===== config.mk =====
export PLATFORM = sky130hd
export DESIGN_NAME = timer16_compare_status
export DESIGN_NICKNAME = d
export VERILOG_FILES = /design/src/hdl/timer16_pkg.sv /design/src/hdl/timer16_compare_status.sv
export SDC_FILE = /design/constraint.sdc
export NUM_CORES = 1
export LEC_CHECK = 0
export BUFFER_PORTS_ARGS = -buffer_cell sky130_fd_sc_hd__buf_2
export CAP_MARGIN = 20
export CORE_ASPECT_RATIO = 0.8
export CORE_MARGIN = 2
export CORE_UTILIZATION = 35
export DETAILED_ROUTE_END_ITERATION = 10
export PLACE_DENSITY = 0.6
export SYNTH_ARGS = -nofsm -noshare
export SYNTH_HDL_FRONTEND = slang
export SYNTH_SLANG_ARGS = --single-unit

===== constraint.sdc =====
create_clock -name ref_clk -period 3.1 [get_ports ref_clk]
set_input_delay 0.62 -clock ref_clk [delete_from_list [all_inputs] [get_ports ref_clk]]
set_output_delay 0.62 -clock ref_clk [all_outputs]
set_load 0.01 [all_outputs]

===== src/hdl/timer16_pkg.sv =====
// Register map, field positions, reset values and clock modes of the 16-bit timer.
// Assumes an APB master with 32-bit data; each 8-bit register sits in the low byte of a word.
package timer16_pkg;
  localparam logic [7:0] ADDR_FLAGS = 8'h00;
  localparam logic [7:0] ADDR_CAP1_HI = 8'h04;
  localparam logic [7:0] ADDR_CAP1_LO = 8'h08;
  localparam logic [7:0] ADDR_CMP1_HI = 8'h0c;
  localparam logic [7:0] ADDR_CMP1_LO = 8'h10;
  localparam logic [7:0] ADDR_CMP2_HI = 8'h14;
  localparam logic [7:0] ADDR_CMP2_LO = 8'h18;
  localparam logic [7:0] ADDR_CNT_HI = 8'h1c;
  localparam logic [7:0] ADDR_CNT_LO = 8'h20;
  localparam logic [7:0] ADDR_ALT_HI = 8'h24;
  localparam logic [7:0] ADDR_ALT_LO = 8'h28;
  localparam logic [7:0] ADDR_CAP2_HI = 8'h2c;
  localparam logic [7:0] ADDR_CAP2_LO = 8'h30;
  localparam logic [7:0] ADDR_CTRL = 8'h34;
  localparam int BIT_CAP1 = 7;
  localparam int BIT_CMP1 = 6;
  localparam int BIT_OVF = 5;
  localparam int BIT_CAP2 = 4;
  localparam int BIT_CMP2 = 3;
  localparam int BIT_FREEZE = 2;
  // Control register (CTRL) fields
  localparam int BIT_OE1 = 0;
  localparam int BIT_OE2 = 1;
  localparam int BIT_LVL1 = 2;
  localparam int BIT_LVL2 = 3;
  localparam int BIT_FORCE1 = 4;
  localparam int BIT_FORCE2 = 5;
  localparam int BIT_CIE = 6;
  localparam int BIT_OPM = 7;
  localparam int BIT_PWM = 8;
  localparam int BIT_CLK0 = 9;
  localparam int BIT_CLK1 = 10;
  localparam int BIT_LAST = 10;
  localparam logic [7:0] CMP1_HI_RST = 8'h80;
  localparam logic [7:0] CMP_LO_RST = 8'h00;
  localparam logic [7:0] CMP2_HI_RST = 8'hff;
  localparam logic [15:0] CNT_RST = 16'hfffc;
  localparam logic [15:0] CNT_MAX = 16'hffff;
  localparam logic [15:0] CNT_ONE = 16'h0001;
  localparam logic [2:0] DIV2_LAST = 3'h1;
  localparam logic [2:0] DIV4_LAST = 3'h3;
  localparam logic [2:0] DIV8_LAST = 3'h7;
  typedef enum logic [1:0] {
    CLK_DIV2 = 2'b00,
    CLK_DIV4 = 2'b01,
    CLK_DIV8 = 2'b10,
    CLK_EXT = 2'b11
  } clk_mode_e;
endpackage


===== src/hdl/timer16_compare_status.sv =====
// 16-bit free-running timer: compare outputs, force level, status flags, captures 1 and 2.
// Assumes APB master on ref_clk; capture and external clock inputs synchronous to ref_clk.
//
// The implementer's own choices: the APB register port and the address map.
`timescale 1ns/1ps

module timer16_compare_status (
  input wire logic ref_clk,
  input wire logic resetn,
  input wire logic psel,
  input wire logic penable,
  input wire logic pwrite,
  input wire logic [7:0] paddr,
  input wire logic [31:0] pwdata,
  output logic [31:0] prdata,
  output logic pready,
  output logic pslverr,
  input wire logic capture1Input,
  input wire logic capture2Input,
  input wire logic extClk,
  output logic compareOutputPin1,
  output logic compareOutputPin2,
  output logic compareIrq
);
  logic [15:0] cnt_ff;
  logic [2:0] pre_ff;
  logic extPrev_ff;
  logic [15:0] cmp1_ff, cmp2_ff, cap1_ff, cap2_ff;
  logic [1:0] inhibit_ff;
  logic [4:0] flags_ff;
  logic freeze_ff;
  logic [timer16_pkg::BIT_LAST:0] ctrl_ff;
  logic [4:0] armed_ff;
  logic cap1Prev_ff, cap2Prev_ff;
  logic [1:0] pinHold_ff;
  logic [1:0] matchPrev_ff;
  logic tick, acc, wr, rd, fastMode, pwmMode, forceOk;
  logic cap1Evt, cap2Evt, ovfEvt, m1, m2, hit1, hit2;
  logic [2:0] preLast;
  logic [15:0] off;
  logic [31:0] nxt_prdata;

  function automatic logic cmpHit(input logic [15:0] c, input logic [15:0] v,
                                  input logic [15:0] o);
    cmpHit = (c == v + o);
  endfunction

  assign acc = psel && penable;
  assign wr = acc && pwrite;
  assign rd = acc && !pwrite;
  assign fastMode = (ctrl_ff[timer16_pkg::BIT_CLK1:timer16_pkg::BIT_CLK0] ==
                     timer16_pkg::CLK_DIV2);
  assign pwmMode = ctrl_ff[timer16_pkg::BIT_PWM];
  assign forceOk = !ctrl_ff[timer16_pkg::BIT_OPM] && !pwmMode;
  // Match offset: slow clocks see the flag one count late
  assign off = fastMode ? 16'h0000 : timer16_pkg::CNT_ONE;

  always_comb begin
    case (timer16_pkg::clk_mode_e'(ctrl_ff[timer16_pkg::BIT_CLK1:timer16_pkg::BIT_CLK0]))
      timer16_pkg::CLK_DIV2: preLast = timer16_pkg::DIV2_LAST;
      timer16_pkg::CLK_DIV4: preLast = timer16_pkg::DIV4_LAST;
      default: preLast = timer16_pkg::DIV8_LAST;
    endcase
  end

  // Prescaler frozen with the counter
  always_comb begin
    if (freeze_ff) begin
      tick = 1'b0;
    end else if (ctrl_ff[timer16_pkg::BIT_CLK1:timer16_pkg::BIT_CLK0] ==
                 timer16_pkg::CLK_EXT) begin
      tick = extClk && !extPrev_ff;
    end else begin
      tick = (pre_ff == preLast);
    end
  end

  always_ff @(posedge ref_clk or negedge resetn) begin
    if (!resetn) begin
      pre_ff <= 3'h0;
      extPrev_ff <= 1'b0;
    end else begin
      extPrev_ff <= extClk;
      if (!freeze_ff) begin
        pre_ff <= tick ? 3'h0 : pre_ff + 3'h1;
      end
    end
  end

  assign ovfEvt = tick && (cnt_ff == timer16_pkg::CNT_MAX);
  always_ff @(posedge ref_clk or negedge resetn) begin
    if (!resetn) begin
      cnt_ff <= timer16_pkg::CNT_RST;
    end else if (wr && (paddr == timer16_pkg::ADDR_CNT_LO)) begin
      cnt_ff <= timer16_pkg::CNT_RST;
    end else if (tick) begin
      cnt_ff <= cnt_ff + 16'h0001;
    end
  end

  // Edge-detected captures work alongside compares
  assign cap1Evt = capture1Input && !cap1Prev_ff;
  assign cap2Evt = capture2Input && !cap2Prev_ff;
  always_ff @(posedge ref_clk or negedge resetn) begin
    if (!resetn) begin
      cap1Prev_ff <= 1'b0;
      cap2Prev_ff <= 1'b0;
      cap1_ff <= 16'h0000;
      cap2_ff <= 16'h0000;
    end else begin
      cap1Prev_ff <= capture1Input;
      cap2Prev_ff <= capture2Input;
      if (cap1Evt) begin
        cap1_ff <= cnt_ff;
      end
      if (cap2Evt) begin
        cap2_ff <= cnt_ff;
      end
    end
  end

  always_ff @(posedge ref_clk or negedge resetn) begin
    if (!resetn) begin
      cmp1_ff <= {timer16_pkg::CMP1_HI_RST, timer16_pkg::CMP_LO_RST};
      cmp2_ff <= {timer16_pkg::CMP2_HI_RST, timer16_pkg::CMP_LO_RST};
      inhibit_ff <= 2'b00;
    end else if (wr) begin
      case (paddr)
        timer16_pkg::ADDR_CMP1_HI: begin
          cmp1_ff[15:8] <= pwdata[7:0];
          inhibit_ff[0] <= 1'b1;
        end
        timer16_pkg::ADDR_CMP1_LO: begin
          cmp1_ff[7:0] <= pwdata[7:0];
          inhibit_ff[0] <= 1'b0;
        end
        timer16_pkg::ADDR_CMP2_HI: begin
          cmp2_ff[15:8] <= pwdata[7:0];
          inhibit_ff[1] <= 1'b1;
        end
        timer16_pkg::ADDR_CMP2_LO: begin
          cmp2_ff[7:0] <= pwdata[7:0];
          inhibit_ff[1] <= 1'b0;
        end
        default: begin
        end
      endcase
    end
  end

  // Level match, qualified once per count to avoid repeated flags
  assign m1 = !inhibit_ff[0] && cmpHit(cnt_ff, cmp1_ff, off);
  assign m2 = !inhibit_ff[1] && cmpHit(cnt_ff, cmp2_ff, off);
  assign hit1 = m1 && !matchPrev_ff[0];
  assign hit2 = m2 && !matchPrev_ff[1];
  always_ff @(posedge ref_clk or negedge resetn) begin
    if (!resetn) begin
      matchPrev_ff <= 2'b00;
    end else begin
      matchPrev_ff <= {m2, m1};
    end
  end

  // Clear arming: status read arms all set flags; a low-byte access clears
  always_ff @(posedge ref_clk or negedge resetn) begin
    if (!resetn) begin
      armed_ff <= 5'h00;
    end else if (rd && (paddr == timer16_pkg::ADDR_FLAGS)) begin
      armed_ff <= flags_ff;
    end
  end

  // Set wins over a clear in the same cycle
  always_ff @(posedge ref_clk or negedge resetn) begin
    if (!resetn) begin
      flags_ff <= 5'h00;
    end else begin
      if (acc && armed_ff[4] && paddr == timer16_pkg::ADDR_CAP1_LO) flags_ff[4] <= 1'b0;
      if (acc && armed_ff[3] && paddr == timer16_pkg::ADDR_CMP1_LO) flags_ff[3] <= 1'b0;
      // Only the main counter low byte clears overflow
      if (acc && armed_ff[2] && paddr == timer16_pkg::ADDR_CNT_LO) flags_ff[2] <= 1'b0;
      if (acc && armed_ff[1] && paddr == timer16_pkg::ADDR_CAP2_LO) flags_ff[1] <= 1'b0;
      if (acc && armed_ff[0] && paddr == timer16_pkg::ADDR_CMP2_LO) flags_ff[0] <= 1'b0;
      if (cap1Evt || (pwmMode && hit2)) flags_ff[4] <= 1'b1;
      if (hit1) flags_ff[3] <= 1'b1;
      if (ovfEvt) flags_ff[2] <= 1'b1;
      if (cap2Evt) flags_ff[1] <= 1'b1;
      if (hit2) flags_ff[0] <= 1'b1;
    end
  end

  // Flag bits 7:3 and reserved bits 1:0 ignore writes; only freeze writable
  always_ff @(posedge ref_clk or negedge resetn) begin
    if (!resetn) begin
      freeze_ff <= 1'b0;
      ctrl_ff <= '0;
    end else begin
      if (wr && paddr == timer16_pkg::ADDR_FLAGS) begin
        freeze_ff <= pwdata[timer16_pkg::BIT_FREEZE];
      end
      if (wr && paddr == timer16_pkg::ADDR_CTRL) begin
        ctrl_ff <= pwdata[timer16_pkg::BIT_LAST:0];
      end else begin
        // Force bits are strobes and self-clear
        ctrl_ff[timer16_pkg::BIT_FORCE1] <= 1'b0;
        ctrl_ff[timer16_pkg::BIT_FORCE2] <= 1'b0;
      end
    end
  end

  // Pins: match, or force outside one-pulse and PWM modes, copies level when enabled; freeze forces low
  always_ff @(posedge ref_clk or negedge resetn) begin
    if (!resetn) begin
      pinHold_ff <= 2'b00;
    end else begin
      if (ctrl_ff[timer16_pkg::BIT_OE1] && (hit1 ||
          (forceOk && ctrl_ff[timer16_pkg::BIT_FORCE1]))) begin
        pinHold_ff[0] <= ctrl_ff[timer16_pkg::BIT_LVL1];
      end
      if (ctrl_ff[timer16_pkg::BIT_OE2] && (hit2 ||
          (forceOk && ctrl_ff[timer16_pkg::BIT_FORCE2]))) begin
        pinHold_ff[1] <= ctrl_ff[timer16_pkg::BIT_LVL2];
      end
    end
  end

  always_ff @(posedge ref_clk or negedge resetn) begin
    if (!resetn) begin
      compareOutputPin1 <= 1'b0;
      compareOutputPin2 <= 1'b0;
      compareIrq <= 1'b0;
    end else begin
      compareOutputPin1 <= pinHold_ff[0] && !freeze_ff;
      compareOutputPin2 <= pinHold_ff[1] && !freeze_ff;
      compareIrq <= ctrl_ff[timer16_pkg::BIT_CIE] && (flags_ff[3] || flags_ff[0]);
    end
  end

  always_comb begin
    nxt_prdata = 32'h0000_0000;
    case (paddr)
      timer16_pkg::ADDR_FLAGS: nxt_prdata[7:0] = {flags_ff, freeze_ff, 2'b00};
      timer16_pkg::ADDR_CAP1_HI: nxt_prdata[7:0] = cap1_ff[15:8];
      timer16_pkg::ADDR_CAP1_LO: nxt_prdata[7:0] = cap1_ff[7:0];
      timer16_pkg::ADDR_CMP1_HI: nxt_prdata[7:0] = cmp1_ff[15:8];
      timer16_pkg::ADDR_CMP1_LO: nxt_prdata[7:0] = cmp1_ff[7:0];
      timer16_pkg::ADDR_CMP2_HI: nxt_prdata[7:0] = cmp2_ff[15:8];
      timer16_pkg::ADDR_CMP2_LO: nxt_prdata[7:0] = cmp2_ff[7:0];
      timer16_pkg::ADDR_CNT_HI, timer16_pkg::ADDR_ALT_HI: nxt_prdata[7:0] = cnt_ff[15:8];
      timer16_pkg::ADDR_CNT_LO, timer16_pkg::ADDR_ALT_LO: nxt_prdata[7:0] = cnt_ff[7:0];
      timer16_pkg::ADDR_CAP2_HI: nxt_prdata[7:0] = cap2_ff[15:8];
      timer16_pkg::ADDR_CAP2_LO: nxt_prdata[7:0] = cap2_ff[7:0];
      timer16_pkg::ADDR_CTRL: nxt_prdata[timer16_pkg::BIT_LAST:0] = ctrl_ff;
      default: nxt_prdata = 32'h0000_0000;
    endcase
  end

  // Zero wait states: ready in the setup cycle's following access phase
  always_ff @(posedge ref_clk or negedge resetn) begin
    if (!resetn) begin
      prdata <= 32'h0000_0000;
      pready <= 1'b0;
      pslverr <= 1'b0;
    end else begin
      prdata <= nxt_prdata;
      pready <= psel && !penable;
      pslverr <= 1'b0;
    end
  end

  a_pin_freeze_low: assert property (@(posedge ref_clk) disable iff (!resetn)
    $past(freeze_ff) |-> !compareOutputPin1 && !compareOutputPin2)
    else $error("Pin active while frozen");
  a_force_no_flag: assert property (@(posedge ref_clk) disable iff (!resetn)
    (!hit1 && !flags_ff[3]) |=> !flags_ff[3])
    else $error("Compare 1 flag set without match");
  a_inhibit_blocks: assert property (@(posedge ref_clk) disable iff (!resetn)
    inhibit_ff[0] |-> !hit1)
    else $error("Match while high byte pending");
  a_ovf_sets: assert property (@(posedge ref_clk) disable iff (!resetn)
    ovfEvt |=> flags_ff[2] && cnt_ff == 16'h0000)
    else $error("Overflow flag missed");
  a_cap1_load: assert property (@(posedge ref_clk) disable iff (!resetn)
    cap1Evt |=> flags_ff[4] && cap1_ff == $past(cnt_ff))
    else $error("Capture 1 not loaded");
  a_cap2_flag: assert property (@(posedge ref_clk) disable iff (!resetn)
    cap2Evt |=> flags_ff[1])
    else $error("Capture 2 flag missed");
  a_alt_keep_ovf: assert property (@(posedge ref_clk) disable iff (!resetn)
    (acc && paddr == timer16_pkg::ADDR_ALT_LO && flags_ff[2]) |=> flags_ff[2])
    else $error("Alternate access cleared overflow");
  a_match_pin: assert property (@(posedge ref_clk) disable iff (!resetn)
    (hit1 && ctrl_ff[timer16_pkg::BIT_OE1] && !freeze_ff) ##1 !freeze_ff
      |=> compareOutputPin1 == $past(ctrl_ff[timer16_pkg::BIT_LVL1], 2))
    else $error("Match level not driven");
  a_fast_equal: assert property (@(posedge ref_clk) disable iff (!resetn)
    (fastMode && hit1) |-> cnt_ff == cmp1_ff)
    else $error("Fast-mode match at wrong count");
endmodule // timer16_compare_status


==> metrics <==
core area=about 21000 µm²; DR pass1 iterations=7; clock root cell=clkbuf_16; Pleak=3.83 nW; Seq/Total Area, Yosys=44.2%; Clock Pin Slew Worst Setup and Hold Paths=0.06 ns; Tcrit/Tclk final=96.3%; CP Class=reg -> reg; r2r startpoint=ctrl_ff[9]; RSZ-0062 raised after global routing=false; clk_lat worst skew=0.43 ns; Initial Util=35.6%; Die Y=134 µm; Total Nets Final=827; Slew Viols, Final=0; average size of a mapped cell=a little over 10 µm²; Unique masters post-synth=77; FMAX=0.335 GHz; Post-route DRC=0; DR vias/cell=5.70; GRT met2 Usage=32.2%; initial antenna violation count=0; grt peak-use layer=met2; IO Pins=85; Post-CTS Setup Bufs=0; TritonCTS clock tree=built; post-synthesis cell count=719; largest net degree at the start of global routing=72; Worst Setup Start Kind=flip-flop; HPWL Detailed=roughly 16 mm; number of synthesized flops with an enable pin=0; Total Wirelength=22.9 mm; # port buffers=41; yosys warns=0; grt total ovfl=0; vias in the first global route=5833; clk buf depth=2; register bit total from synthesis=129; Layout area overhead=17.3%; final setup violation count=0; Synth Cell Area=7370 µm²; Critical Path RT=3.39 ns; worst reg2reg path endpoint=pinHold_ff[1]; PwrDens=590 nW/µm²; Synth top area share=36.0%; worst hold path type=in -> async; clock sink total=129; Top FF cell, synth=dfrtp_1; top cells by area, synth=dfrtp_1 (36%), mux2_2 (12%), dfstp_2 (8.2%); R2R cell count=9; VDD IR-drop max=0.389 mV; die area=22200 µm²; total power draw=just over 5 mW; crit path DAT=3.28 ns; Vias=6003; All-Layer GR Usage=between 20% and 30%; ys async rst share=100%; flop2flop setup slack=0.11 ns; status=finished, final reports clean; Final GP Congestion=0.894; drt initial violations=between 500 and 600; H-tree depth=4; most frequent cells in the layout=dfrtp_1 (106), mux2_2 (80), nand2_1 (67); Setup Total Neg Slack=0 ns; wire length per cell=approximately 22 µm; first-pass GRT wire length=around 36 mm; GRT met1 Usage=30.7%; CTS buffer count=17; commonest non-fill, non-tap cell in the layout=dfrtp_1; Slew @ Worst Pin=1.01 ns; antenna cells=0; top cell type by total area after synthesis=dfrtp_1; Hold Violations, Final=0; post-route ant nets=0; die width=166 µm; share of layout cells above drive strength 1=29.6%; max_slew headroom=33.0%; GRT met3 Usage=between 5 and 6%; row cnt=47; clock period minus final worst setup slack=2.99 ns; crit path max fanout=4; Layout Skew=0.00673 ns; Layout Utilization=between 40% and 50%; max_cap viols=0; Setup crit end kind=flip-flop
-- power breakdown --
group	total [mW]	switching (mW)	internal (mW)
Combinational	0.704	0.371	0.333
Clock	2.25	0.779	1.47
Sequential	2.15	0.267	1.88
-- metrics by stage --
| step | std cells | cell area (µm²) | worst slack (ns) | hold WS [ns] |
|---|---|---|---|---|
| after global routing | 1053 | 8650 | 0.00647 | 0.263 |
| after global placement | 1021 | 7970 | 0.131 | 0.486 |
| after floorplan | 740 | 7450 | 0.142 | 0.324 |
| final | 1053 | 8650 | 0.115 | 0.192 |
| after CTS | 1053 | 8630 | 0.0852 | 0.230 |
| after detailed placement | 1021 | 7970 | 0.107 | 0.488 |
-- layer usage --
layer / up-vias / routed length [µm]
met5: - / 0
met4: 0 / 400
met3: 28 / 1950
met2: 246 / 10100
met1: 3039 / 10400
li1: 2690 / -
-- flip-flops by register name, indices dropped and copies added (netlist names) --
signal,flops
cap1_ff,16
cap2_ff,16
cmp1_ff,16
cmp2_ff,16
cnt_ff,16
ctrl_ff,11
prdata,11
armed_ff,5
flags_ff,5
pre_ff,3
inhibit_ff,2
matchPrev_ff,2
pinHold_ff,2
cap1Prev_ff,1
cap2Prev_ff,1
compareIrq,1
compareOutputPin1,1
compareOutputPin2,1
extPrev_ff,1
freeze_ff,1
pready,1
-- how the worst max path moves through the flow --
stage | start | to | slack (ns) | cells after the start
after global placement | ctrl_ff[9] | pinHold_ff[0] | 0.13 | 10
after detailed placement | ctrl_ff[9] | pinHold_ff[1] | 0.11 | 9
after CTS | ctrl_ff[9] | pinHold_ff[0] | 0.09 | 10
final | ctrl_ff[9] | pinHold_ff[1] | 0.11 | 9
after floorplan | ctrl_ff[9] | pinHold_ff[1] | 0.14 | 11
after global routing | ctrl_ff[9] | flags_ff[4] | 0.006 | 9
-- area by class of cell --
class | instances | area (µm²)
repair buffers | 82 | 532
fillers | 2031 | 12100
well taps | 269 | 337
multi-input cells | 533 | 3830
clock buffers | 19 | 453
inverters | 8 | 30.0
flip-flops and latches | 129 | 3260
clock inverters | 13 | 208
-- synth_stat cells, types with 4 or more instances --
| cell | n |
|---|---|
| dfrtp_1 | 106 |
| mux2_2 | 80 |
| nand2_1 | 67 |
| clkbuf_1 | 40 |
| nand3_1 | 40 |
| xnor2_1 | 35 |
| o21ai_0 | 26 |
| nor2_1 | 25 |
| buf_4 | 24 |
| and3_1 | 23 |
| dfstp_2 | 23 |
| nand4_1 | 20 |
| a21oi_1 | 17 |
| xor2_1 | 17 |
| a22oi_1 | 13 |
| nor3_1 | 9 |
| a32oi_1 | 8 |
| and2_1 | 8 |
| ha_1 | 8 |
| inv_1 | 8 |
| nor2b_1 | 7 |
| or3_1 | 6 |
| a222oi_1 | 5 |
| a22o_1 | 5 |
| nand3b_1 | 5 |
| nor4_1 | 5 |
| o22ai_1 | 5 |
| a31oi_1 | 4 |
| a32o_1 | 4 |
| nor3b_1 | 4 |
-- logic make-up after synthesis --
kind of cell / count (synthesis) / synth area share, %
other: 1 / 0.0509
XOR/XNOR: 54 / 6.72
AND/OR/NAND/NOR: 242 / 17.3
buffers and inverters: 78 / 5.33
flip-flops: 129 / 44.2
multiplexers: 83 / 12.6
adder cells (fa/ha/maj): 8 / 1.36
AO/OA/AOI/OAI: 124 / 12.4
-- repair_timing --
item	in CTS	in global routing
setup endpoints to repair	0	3
gates resized for setup	0	3
hold buffers	0	0
hold endpoints to repair	0	0
-- worst max-delay path: stages (launching register included) --
cell and delay, ns:
dfrtp_1 0.37, or2_2 0.37, ha_1 0.26, and3_1 0.23, a2111oi_2 0.36, a41oi_1 0.07
o32a_1 0.19, or4_4 0.58, o41ai_2 0.29, o211ai_1 0.13
(Power assumes the default switching activity.)
